## config.mk

```make
export PLATFORM = sky130hd
export DESIGN_NAME = ccr_regs
export DESIGN_NICKNAME = d
export VERILOG_FILES = /design/src/ccr_pkg.sv /design/src/ccr_regs.sv
export VERILOG_INCLUDE_DIRS = /design/src
export SDC_FILE = /design/constraint.sdc
export NUM_CORES = 1
export LEC_CHECK = 0
export ABC_AREA = 1
export BUFFER_PORTS_ARGS = -buffer_cell sky130_fd_sc_hd__buf_2
export CAP_MARGIN = 25
export CORE_AREA = 2 2 128 130
export CTS_CLUSTER_SIZE = 40
export DETAILED_ROUTE_END_ITERATION = 8
export DIE_AREA = 0 0 130 132
export PLACE_DENSITY_LB_ADDON = 0.1
export SKIP_LAST_GASP = 1
export SLEW_MARGIN = 20
export SYNTH_ARGS = -nofsm -noshare
export SYNTH_HDL_FRONTEND = slang
export SYNTH_SLANG_ARGS = --single-unit
```

## constraint.sdc

```tcl
create_clock -name sys_clk -period 8.6 [get_ports sys_clk]
set_clock_uncertainty 0.1 [all_clocks]
set_input_delay 1.29 -clock sys_clk [delete_from_list [all_inputs] [get_ports sys_clk]]
set_output_delay 1.29 -clock sys_clk [all_outputs]
set_load 0.02 [all_outputs]
```

## src/ccr_map.svh

```systemverilog
// Offsets, field positions, field masks and timing counts of the card config registers
`ifndef CCR_MAP_SVH
`define CCR_MAP_SVH

// Register port word addresses (32-bit words)
`define CCR_ADDR_W            6
`define CCR_A_OVR             6'h00
`define CCR_A_CID0            6'h04
`define CCR_A_CSD0            6'h08
`define CCR_A_RCA             6'h0C
`define CCR_A_CTRL            6'h0D
`define CCR_A_CSDW            6'h0E
`define CCR_A_SHIFT           6'h0F

// Operating voltage register
`define CCR_OVR_WIN_LO        4
`define CCR_OVR_WIN_HI        23
`define CCR_OVR_ADV_LO        15
`define CCR_OVR_ADV_HI        23
`define CCR_OVR_BUSY_BIT      31

// Identity register fields
`define CCR_CID_MAKER_HI      127
`define CCR_CID_MAKER_LO      120
`define CCR_CID_OEM_HI        119
`define CCR_CID_OEM_LO        104
`define CCR_CID_NAME_HI       103
`define CCR_CID_NAME_LO       64
`define CCR_CID_REV_HI        63
`define CCR_CID_REV_LO        56
`define CCR_CID_SN_HI         55
`define CCR_CID_SN_LO         24
`define CCR_CID_RSV_HI        23
`define CCR_CID_RSV_LO        20
`define CCR_CID_DATE_HI       19
`define CCR_CID_DATE_LO       8
`define CCR_CRC_HI            7
`define CCR_CRC_LO            1
`define CCR_MSG_LO            8

// Card specific data fields
`define CCR_CSD_VER_HI        127
`define CCR_CSD_VER_LO        126
`define CCR_CSD_RBL_HI        83
`define CCR_CSD_RBL_LO        80
`define CCR_CSD_PART_BIT      79
`define CCR_CSD_RBL_2G        4'hA
`define CCR_CSD_RBL_1G        4'h9
`define CCR_CSD_OTP_HI        15
`define CCR_CSD_OTP_LO        13
`define CCR_CSD_OTP_MASK      16'hE000
`define CCR_CSD_TMP_BIT       12
`define CCR_CSD_FMT_HI        11
`define CCR_CSD_FMT_LO        8
`define CCR_CSD_FMT_MASK      16'h0F00
`define CCR_CSD_TMP_MASK      16'h1000
`define CCR_CSD_RO_MASK       16'h00FF

// CRC7 generator x^7 + x^3 + 1
`define CCR_CRC7_POLY         7'h09

// Power-up delay, 1 ms at 40 MHz
`define CCR_PWRUP_NS          1000000
`define CCR_CLK_NS            25
`define CCR_PWRUP_CYC         ((`CCR_PWRUP_NS + `CCR_CLK_NS - 1) / `CCR_CLK_NS)

`endif

```

## src/ccr_pkg.sv

```systemverilog
// Types of the card config registers
package ccr_pkg;
    typedef enum logic [1:0] {CCR_SH_IDLE, CCR_SH_RUN} ccr_shift_e;
    typedef logic [127:0] ccr_wide_t;
endpackage

```

## src/ccr_regs.sv

```systemverilog
// Card configuration register set: voltage, identity and specific data
`timescale 1ns/100ps
`include "ccr_map.svh"
// Summary of operation
// - 32-bit voltage register, windows bits 4-23
// - Bit 31 flags power-up finished
// - Advertise only 2.7 to 3.6 V windows
// - Identity register fixed, host writes ignored
// - Identity fields at documented bit slices
// - Revision is two BCD nibbles, major upper
// - CRC7 over bits 127:8, x^7+x^3+1
// - Identity bit 0 always one
// - Data fields obey read-only, OTP, erasable
// - Block length A for 2G, else 9
// - Partial read flag reads one
// - Relative address held for session
module ccr_regs
#(
    parameter int          PWRUP_CYCLES = `CCR_PWRUP_CYC,
    parameter logic [7:0]  MAKER_CODE   = 8'h5A,
    parameter logic [15:0] OEM_CODE     = 16'h5858,
    parameter logic [39:0] PRODUCT_NAME = 40'h4341524431,
    parameter logic [7:0]  PRODUCT_REV  = 8'h10,
    parameter logic [31:0] SERIAL_NUM   = 32'h00000001,
    parameter logic [11:0] MAKE_DATE    = 12'h000,
    parameter bit          CAP_2G       = 1'b1
)
(
    input  wire logic                   sys_clk,
    input  wire logic                   rst,
    input  wire logic [`CCR_ADDR_W-1:0] addr,
    input  wire logic [31:0]            wdata,
    input  wire logic                   wr_stb,
    input  wire logic                   rd_stb,
    output logic [31:0]                 rdata,
    output logic                        power_up_done,
    output logic                        shift_bit,
    output logic                        shift_busy
);

    ////////////////////////////////////////////////////////////////////////////
    // Constant images
    // Maker and OEM codes are arbitrary defaults, set per product.
    localparam logic [119:0] CID_MSG = {MAKER_CODE, OEM_CODE, PRODUCT_NAME,
        PRODUCT_REV, SERIAL_NUM, 4'h0, MAKE_DATE};

    function automatic logic [6:0] crc7(input logic [119:0] msg);
        logic [6:0] c;
        logic       fb;
        c = 7'h00;
        for (int i = 119; i >= 0; i--)
        begin
            fb = msg[i] ^ c[6];
            c  = {c[5:0], 1'b0} ^ (fb ? `CCR_CRC7_POLY : 7'h00);
        end
        return c;
    endfunction

    localparam ccr_pkg::ccr_wide_t CID_IMG = {CID_MSG, crc7(CID_MSG), 1'b1};

    localparam logic [31:0] OVR_WIN = 32'h00FF8000;

    // Read-only part of the data register image
    localparam logic [3:0] RBL = CAP_2G ? `CCR_CSD_RBL_2G : `CCR_CSD_RBL_1G;
    localparam logic [111:0] CSD_RO_HI = {2'b00, 6'h00, 8'h26, 8'h00, 8'h32,
        12'h5F5, RBL, 1'b1, 3'b000, 2'b00, 12'hF24, 3'b111, 3'b110,
        3'b111, 3'b110, 3'b111, 1'b1, 7'h1F, 7'h7F, 1'b1, 2'b00,
        3'b100, RBL, 1'b0, 5'h00};
    localparam logic [15:0] CSD_LO_RST = 16'h4000;

    ////////////////////////////////////////////////////////////////////////////
    // Power-up sequence
    logic [$clog2(PWRUP_CYCLES+1)-1:0] pwr_cnt_reg;
    logic                              pwr_done_reg;

    always_ff @(posedge sys_clk or posedge rst)
    begin
        if (rst)
        begin
            pwr_cnt_reg  <= '0;
            pwr_done_reg <= 1'b0;
        end
        else if (!pwr_done_reg)
        begin
            pwr_cnt_reg <= pwr_cnt_reg + 1'b1;
            if (pwr_cnt_reg == ($bits(pwr_cnt_reg))'(PWRUP_CYCLES - 1))
                pwr_done_reg <= 1'b1;
        end
    end
    assign power_up_done = pwr_done_reg;

    wire logic [31:0] ovr_val = OVR_WIN | {pwr_done_reg, 31'h0};

    ////////////////////////////////////////////////////////////////////////////
    // Writable low part of the data register and relative address
    logic [15:0] csd_lo_reg;
    logic [2:0]  otp_used_reg;
    logic [15:0] rca_reg;
    wire  logic [15:0] csd_lo_next;
    wire  logic        csd_wr = wr_stb && addr == `CCR_A_CSDW;

    // One-time cells: OTP bits write once, format bits lock on that same first write
    assign csd_lo_next =
        (csd_lo_reg & `CCR_CSD_RO_MASK)
        | (otp_used_reg[0] ? csd_lo_reg & `CCR_CSD_OTP_MASK : wdata[15:0] & `CCR_CSD_OTP_MASK)
        | (otp_used_reg[1] ? csd_lo_reg & `CCR_CSD_FMT_MASK : wdata[15:0] & `CCR_CSD_FMT_MASK)
        | (wdata[15:0] & `CCR_CSD_TMP_MASK);

    always_ff @(posedge sys_clk or posedge rst)
    begin
        if (rst)
        begin
            csd_lo_reg   <= CSD_LO_RST;
            otp_used_reg <= 3'b000;
        end
        else if (csd_wr)
        begin
            csd_lo_reg   <= csd_lo_next;
            otp_used_reg <= 3'b011;
        end
    end

    always_ff @(posedge sys_clk or posedge rst)
    begin
        if (rst)
            rca_reg <= 16'h0000;
        else if (wr_stb && addr == `CCR_A_RCA)
            rca_reg <= wdata[15:0];
    end

    // Low byte of the data register is recomputed so its CRC stays valid
    wire logic [119:0] csd_msg = {CSD_RO_HI, csd_lo_reg[15:8]};
    wire ccr_pkg::ccr_wide_t csd_img = {csd_msg, crc7(csd_msg), 1'b1};

    ////////////////////////////////////////////////////////////////////////////
    // Serial return of a 128-bit register
    ccr_pkg::ccr_shift_e sh_state_reg;
    ccr_pkg::ccr_wide_t  sh_data_reg;
    logic [6:0]          sh_cnt_reg;
    logic                sh_bit_reg;

    always_ff @(posedge sys_clk or posedge rst)
    begin
        if (rst)
        begin
            sh_state_reg <= ccr_pkg::CCR_SH_IDLE;
            sh_data_reg  <= '0;
            sh_cnt_reg   <= 7'h00;
            sh_bit_reg   <= 1'b1;
        end
        else
        begin
            case (sh_state_reg)
                ccr_pkg::CCR_SH_IDLE:
                begin
                    sh_bit_reg <= 1'b1;
                    if (wr_stb && addr == `CCR_A_SHIFT)
                    begin
                        sh_data_reg  <= wdata[0] ? csd_img : CID_IMG;
                        sh_cnt_reg   <= 7'h00;
                        sh_state_reg <= ccr_pkg::CCR_SH_RUN;
                    end
                end
                ccr_pkg::CCR_SH_RUN:
                begin
                    sh_bit_reg  <= sh_data_reg[127];
                    sh_data_reg <= {sh_data_reg[126:0], 1'b0};
                    sh_cnt_reg  <= sh_cnt_reg + 7'h01;
                    if (sh_cnt_reg == 7'h7F)
                        sh_state_reg <= ccr_pkg::CCR_SH_IDLE;
                end
                default:
                    sh_state_reg <= ccr_pkg::CCR_SH_IDLE;
            endcase
        end
    end
    assign shift_bit = sh_bit_reg;

    logic busy_reg;
    always_ff @(posedge sys_clk or posedge rst)
    begin
        if (rst)
            busy_reg <= 1'b0;
        else
            busy_reg <= (sh_state_reg == ccr_pkg::CCR_SH_RUN) && sh_cnt_reg != 7'h7F
                        || (sh_state_reg == ccr_pkg::CCR_SH_IDLE && wr_stb
                            && addr == `CCR_A_SHIFT);
    end
    assign shift_busy = busy_reg;

    ////////////////////////////////////////////////////////////////////////////
    // Read port; identity writes have no decode and fall away
    logic [31:0] rd_reg;
    logic [31:0] rd_mux;

    always_comb
    begin
        rd_mux = 32'h00000000;
        case (addr)
            `CCR_A_OVR:      rd_mux = ovr_val;
            6'h04:           rd_mux = CID_IMG[127:96];
            6'h05:           rd_mux = CID_IMG[95:64];
            6'h06:           rd_mux = CID_IMG[63:32];
            6'h07:           rd_mux = CID_IMG[31:0];
            6'h08:           rd_mux = csd_img[127:96];
            6'h09:           rd_mux = csd_img[95:64];
            6'h0A:           rd_mux = csd_img[63:32];
            6'h0B:           rd_mux = csd_img[31:0];
            `CCR_A_RCA:      rd_mux = {16'h0000, rca_reg};
            `CCR_A_CTRL:     rd_mux = {29'h0, otp_used_reg[0], busy_reg, pwr_done_reg};
            default:         rd_mux = 32'h00000000;
        endcase
    end

    always_ff @(posedge sys_clk or posedge rst)
    begin
        if (rst)
            rd_reg <= 32'h00000000;
        else if (rd_stb)
            rd_reg <= rd_mux;
        else
            rd_reg <= 32'h00000000;
    end
    assign rdata = rd_reg;

endmodule

```

* Yosys cells after proc, flatten, opt, wreduce, memory -nomap -nowiden
Index checks and enable logic that the tools add are counted.
** Word-level totals
- Register bits after elaboration :: 221
- Latch bits :: 0
- RAM bits :: 0
- Memory bits (read-only) :: 0
- Bits of input ports :: 42
- Output and inout port bits :: 35
- Word-level logic and storage cells :: 84
- Memories kept :: 0
** Cells by class
- Add/sub/neg operators :: 2
- Multipliers :: 0
- Divide/modulo/power cells :: 0
- Order comparisons :: 0
- Eq/ne operators :: 18
- Shift-type cells :: 0
- Mux-type cells :: 23
- Bitwise logic cells :: 18
- Reductions and logical operators :: 12
** Operators by type and width (count)
- 32-bit one-hot mux with 11 select lines :: 1
- 128-bit one-hot mux with 2 select lines :: 1
- 128-bit two-way mux :: 1
- 127-bit two-way mux :: 1
- 6-bit by 4-bit == test with 1-bit output (second input constant) :: 8
- 32-bit two-way mux :: 1
- 4-bit two-way mux :: 8
- 6-bit by 3-bit == test with 1-bit output (second input constant) :: 4
- 7-bit by 4-bit XOR with 7-bit output :: 3
- 16-bit by 1-bit adder with 16-bit output (second input constant) :: 1
- 16-bit == test (second input constant) :: 1
- 16-bit two-way mux :: 1
- 16-bit by 12-bit bitwise OR with 16-bit output :: 1
- 16-bit by 13-bit bitwise OR with 16-bit output :: 1
- 8-bit by 16-bit bitwise OR with 16-bit output :: 1
- 7-bit one-hot mux with 2 select lines :: 1
- 7-bit XOR :: 2
- 12-bit two-way mux :: 1
- 7-bit by 1-bit adder with 7-bit output (second input constant) :: 1
- 7-bit == test (second input constant) :: 1
- 7-bit two-way mux :: 1
- 7-bit inequality test (second input constant) :: 1
- 1-bit logical AND :: 6
- 6-bit logical NOT :: 1
- 15 further kinds :: 24

* Depth between registers and ports, before layout
Gate-level depths: netlist of run 1.
- Depth after elaboration :: 22
- Mapped depth :: 9
- Gate-level depth less buffers :: 9

* Least setup slack after synthesis of run 1
OpenSTA, ideal clock, no wires.
- Kind :: input to register
- From :: input port addr[5]
- To :: register rca_reg[0]
- Setup time :: 0.122 ns
- Data arrival time :: 2.230 ns
- Data required time :: 8.378 ns
- Slack :: 6.148 ns
- Stages :: 8
- Buffers on the path :: 2
- Path through :: nor2_1 > buf_4 > nand2_1 > nor2_2 > nand2_1 > buf_2 > nand2_1 > o21ai_1
** Between the ends
- Word-level cells in the longest chain between the ends :: 2
** RTL lines
- start: declaration :: RTL line ccr_regs.sv:31 : input wire logic [`CCR_ADDR_W-1:0] addr,
- 6-bit by 4-bit == test with 1-bit output
- 1-bit logical AND (no line)
- end signal: assignment :: RTL line ccr_regs.sv:128 : rca_reg <= wdata[15:0];
- end: declaration :: RTL line ccr_regs.sv:98 : logic [15:0] rca_reg;
No other way between the ends.
A chain may end at the register's enable or synchronous reset.

* Worst setup path after layout of run 1
- From :: input port addr[5]
- To :: register sh_data_reg[38]
** Between the ends
- Word-level cells in the longest chain between the ends :: 4
** RTL lines
- 6-bit by 4-bit == test with 1-bit output (no line)
- 1-bit logical AND (no line)
- 2-bit inequality test (no line)
- 2-bit AND reduction (no line)
- end signal: assignment :: RTL line ccr_regs.sv:159 : sh_data_reg <= wdata[0] ? csd_img : CID_IMG;
- end signal: assignment :: RTL line ccr_regs.sv:167 : sh_data_reg <= {sh_data_reg[126:0], 1'b0};
- end: declaration :: RTL line ccr_regs.sv:138 : ccr_pkg::ccr_wide_t sh_data_reg;
No other way between the ends.

==> metrics.txt, run 1 <==
Post-Route WL ~18000 um; setup_tns 0 ns; I/O Buffers 60; commonest non-fill, non-tap cell in the layout nand2_1; Sequential Area 5283 sq um; Worst Max-Slew Pin Slew 0.9691 ns; Worst Hold Class register to register; post-route cell area 10320 sq um; clk slew on worst S/H paths approximately 0.060 ns; Synth Flop Type dfrtp_1; overall power approximately 0.0029 W; die footprint 17160 sq um; final core occ 0.6566; mapped cell area 9095 sq um; H-tree depth 1; via count between 6000 and 7000; type of origin of the critical path primary input; GR Util All Layers 0.2188; critical path class primary input to register; Final Critical Period about 3.7 ns; first-pass GRT wire length 31130 um; Final Non-Filler Cells 1318; unrepaired setup endpoints after global routing no; Pwr Density around 280 nW/um^2; Post-Syn Nets around 1100; max-cap violation count 0; final setup violation count 0; maximum clock frequency 271.1 MHz; Leak between 5 and 6 nW; layout cells sized above 1 0.1062; sequential area share after synthesis 0.5808; maximum clock insertion buffer count 3; Worst-Skew Late Latency roughly 0.5 ns; Post-CTS Hold Buffers 0; area of the core 15710 sq um; multi-input logic area ~2900 sq um; initial antenna violation count 0; post-detailed-placement half-perimeter wirelength about 11000 um; placed cell areas about 9500 sq um; status finished, final reports clean; row count between 40 and 50; max reg flops 128; Post-synth EDFFs 0; drt via density 5.167; Final Slew Violations 0; die height ~130 um; synthesized flop and latch total around 210; Worst IR Drop VDD roughly 0.14 mV; max_slew headroom 0.3539; Mapped Cells around 1000; CTS tree yes; Post-CTS Setup Inserts 0; antenna-violating nets left 0; Fin. Hold Viols 0; # DRC 0; vias in the first global route 6481; die span in x roughly 130 um; DR iter-0 viols roughly 500; nets ~1100; Top Ports just under 80; Starting Density 0.5788; most frequent cells in the layout nand2_1, dfrtp_1, inv_1; Post-Syn Area per Cell roughly 8.7 sq um; root buffer cell clkbuf_16; RD Place Congestion between 0.8 and 0.9; Worst Setup End Kind register; CTS sink cnt between 200 and 250; Critical Path RT just under 9 ns; drt pass-1 iters 4; crit-path max FO between 100 and 150; CTS buffer count 23; Synth async-reset ratio 1.000; fin crit share 0.4289; pin count of the biggest net entering global routing between 100 and 150; Netlist cell types 32; layout overhead on the synthesized area 13.43%; Ys Warns 0; routed length per instance between 10 and 15 um; placed cells ~1300; fill cell count approximately 1300; Post-CTS Resized 0; gr ovfl total 0; crit path DAT roughly 4 ns; Inserted Diodes 0
==> cells in the mapped netlist (7+ instances only) <==
cell	n	area, sq um
clkbuf_1	27	101.4
a21oi_1	28	140.1
nand3_1	45	225.2
o21ai_0	141	705.7
buf_4	9	67.56
o21ai_1	24	120.1
inv_1	160	600.6
a31oi_1	7	43.79
nor2_1	58	217.7
a22oi_1	10	75.07
o22ai_1	35	219.0
nand2_1	231	867.1
nand4_1	7	43.79
buf_2	15	75.07
dfrtp_1	209	5230
==> metal layers <==
| layer | global-route usage | up-vias | part of all wire |
|---|---|---|---|
| li1 | - | 3417 | - |
| met1 | 0.3244 | 3238 | 0.48 |
| met2 | 0.3418 | 132 | 0.46 |
| met3 | 0.03653 | 23 | 0.047 |
| met4 | 0.05018 | 0 | 0.016 |
| met5 | 0 | - | 0 |
==> worst paths after layout <==
kind                                  from         endpoint  slack (ns)  depth (start not counted)
max                                addr[5]  sh_data_reg[38]        4.91                          6
min                        otp_used_reg[0]  otp_used_reg[0]        0.37                          2
max reg2reg                sh_state_reg[0]  sh_data_reg[38]        6.12                          5
min reg2reg                otp_used_reg[0]  otp_used_reg[0]        0.37                          2
max in group asynchronous              rst   sh_data_reg[6]        6.31                          5
min in group asynchronous              rst  sh_data_reg[50]        0.72                          2
==> kinds of logic (layout without fill, tap and decap cells) <==
logic type      Yosys count  after routing  share of synthesized area
xor+xnor                 11             11                    0.01059
buf+inv                 219            274                    0.09946
compound gates          250            250                     0.1484
fa+ha+maj                 2              2                   0.002751
flops                   211            211                     0.5808
simple gates            354            354                     0.1579
==> stage by stage <==
step	setup slack, ns	hold slack, ns
2_1_floorplan	1.447	0.3161
3_3_place_gp	4.048	0.3548
3_5_place_dp	4.444	0.3599
4_1_cts	4.945	0.3721
5_1_grt	4.488	0.3895
6_report	4.911	0.3729
==> report_power, final <==
| part | total [W] | switching, W | internal [W] |
|---|---|---|---|
| sequential | 0.00134 | 0.0000914 | 0.00125 |
| clock | 0.00100 | 0.000381 | 0.000621 |
| combinational | 0.000525 | 0.000342 | 0.000183 |
==> worst max-delay path, stage by stage <==
cell     delay, ns
buf_2         0.10
nor2_1        0.53
nand3_1       0.34
o21ai_4       0.55
buf_4         0.87
o21ai_0       0.20
==> layout make-up <==
| class | count | area share |
|---|---|---|
| Tap cell | 216 | 0.02620 |
| Sequential cell | 211 | 0.5121 |
| Multi-Input combinational cell | 617 | 0.2821 |
| Clock inverter | 4 | 0.007156 |
| Timing Repair Buffer | 69 | 0.04342 |
| Clock buffer | 37 | 0.06865 |
| Inverter | 164 | 0.06040 |
(Power assumes the default switching activity.)
==> run 2, diff against run 1 <==
- clock period: 8.6 -> 3.4 ns (I/O delays scaled with it)
==> metrics.txt, run 2 (synthesized netlist as in run 1, its figures left out) <==
maximum clock frequency 435.4 MHz; H-tree depth 1 (unchanged); max_slew headroom 0.4642 (+0.1103); DR iter-0 viols 484 (-2.0%); Worst Setup End Kind register; type of origin of the critical path primary input; vias in the first global route 6448 (-0.51%); nets 1133 (+0.27%); Worst Hold Class primary input to register; gr ovfl total 0 (unchanged); pin count of the biggest net entering global routing 164 (+20%); DP Worst Slack 0.6633 ns (-3.781 ns); die footprint 17160 sq um (unchanged); clk slew on worst S/H paths 0.06 ns (about the same); Starting Density 0.5788 (unchanged); Post-Route WL 17680 um (-2.1%); GR Util All Layers 0.2144 (-0.004485); CTS buffer count 23 (unchanged); Inserted Diodes 0 (unchanged); CTS tree yes; layout overhead on the synthesized area 14.07%; crit-path max FO 24 (-78%); max-cap violation count 0 (unchanged); drt via density 5.151 (-0.30%); Worst IR Drop VDD 0.4956 mV (+260%); final worst slack 1.103 ns (-3.808 ns); fin crit share 0.6756; final core occ 0.6603 (+0.003742); maximum clock insertion buffer count 3 (unchanged); unrepaired setup endpoints after global routing no; via count 6810 (unchanged); post-detailed-placement half-perimeter wirelength 10820 um (+1.2%); first-pass GRT wire length 30550 um (-1.9%); initial antenna violation count 0 (unchanged); Worst Max-Slew Pin Slew 0.8017 ns (-0.1674 ns); Fin. Hold Viols 0 (unchanged); Final Critical Period 2.297 ns; root buffer cell clkbuf_16; commonest non-fill, non-tap cell in the layout nand2_1; Top Ports 77 (unchanged); Final Slew Violations 0 (unchanged); die height 132 um (unchanged); status finished, final reports clean; RD Place Congestion 0.8136 (-3.3%); area of the core 15710 sq um (unchanged); WHS Path Cells 3 (+1); hold_ws 0.1385 ns (-0.2344 ns); row count 46 (unchanged); setup_tns 0 ns (unchanged); I/O Buffers 60 (unchanged); Critical Path RT 3.66 ns (-5.17 ns); routed length per instance 13.37 um (-2.4%); final setup violation count 0 (unchanged); R2R cell count 6 (+1); Leak 5.221 nW (+0.67%); Final Non-Filler Cells 1322 (+0.30%); multi-input logic area 2910 sq um (unchanged); most frequent cells in the layout nand2_1, dfrtp_1, inv_1; crit path DAT 2.56 ns (-1.36 ns); placed cells 1279 (+0.39%); antenna-violating nets left 0 (unchanged); layout cells sized above 1 0.1112 (+0.005041); drt pass-1 iters 4 (unchanged); CTS sink cnt 211 (unchanged); Worst-Skew Late Latency 0.50 ns (about the same); max reg flops 128 (unchanged); Sequential Area 5283 sq um (unchanged); Pwr Density 714.8 nW/um^2 (+160%); # DRC 0 (unchanged); die span in x 130 um (unchanged); fill cell count 1346 (+1.5%); Post-CTS Setup Inserts 0 (unchanged); critical path class primary input to register
run 2: path summary, 6_finish.rpt:
check	from	endpoint	slack, ns
max in group asynchronous	rst	csd_lo_reg[14]	1.99
setup / recovery	addr[5]	rca_reg[13]	1.10
hold / removal	wdata[6]	rca_reg[6]	0.14
setup reg to reg	sh_state_reg[0]	sh_data_reg[115]	1.38
min in group asynchronous	rst	pwr_cnt_reg[5]	0.42
hold reg to reg	sh_data_reg[127]	shift_bit	0.36
run 2: through the flow:
stage / cell area, sq um / power [W]
after floorplan: 9099 / 0.004442
after global placement: 9515 / 0.004673
after detailed placement: 9515 / 0.004730
after CTS: 10380 / 0.007496
after global routing: 10380 / 0.007883
final: 10380 / 0.007416
run 2: cell type report:
class,instances,share of cell area
clock inverters,11,0.01773
well taps,216,0.02605
multi-input cells,617,0.2805
repair buffers,72,0.04269
clock buffers,31,0.06416
inverters,164,0.05970
flip-flops and latches,211,0.5092
run 2: what timing repair did:
item                      CTS  global route
hold buffers                1             0
resized for setup           0             0
hold endpoints to repair    9             0
run 2: layer usage:
| metal | vias up | GRT usage | share of wire |
|---|---|---|---|
| li1 | 3433 | - | - |
| met1 | 3240 | 0.3104 | 0.48 |
| met2 | 108 | 0.3418 | 0.47 |
| met3 | 29 | 0.03490 | 0.035 |
| met4 | 0 | 0.05137 | 0.022 |
| met5 | - | 0 | 0 |
run 2: where the power goes:
group	total [W]	switching, W	internal [W]
logic	0.00131	0.000854	0.000452
clock network	0.00273	0.000976	0.00175
registers	0.00338	0.000228	0.00316
total	0.00742	0.00206	0.00536
run 2: worst max-delay path: stages:
cell and delay (ns):
buf_2 0.10, nor2_1 0.53, nand2_1 0.22, nor2_2 0.12, buf_4 0.25, nand2_1 0.53, nand2_1 0.20, o21ai_1 0.08
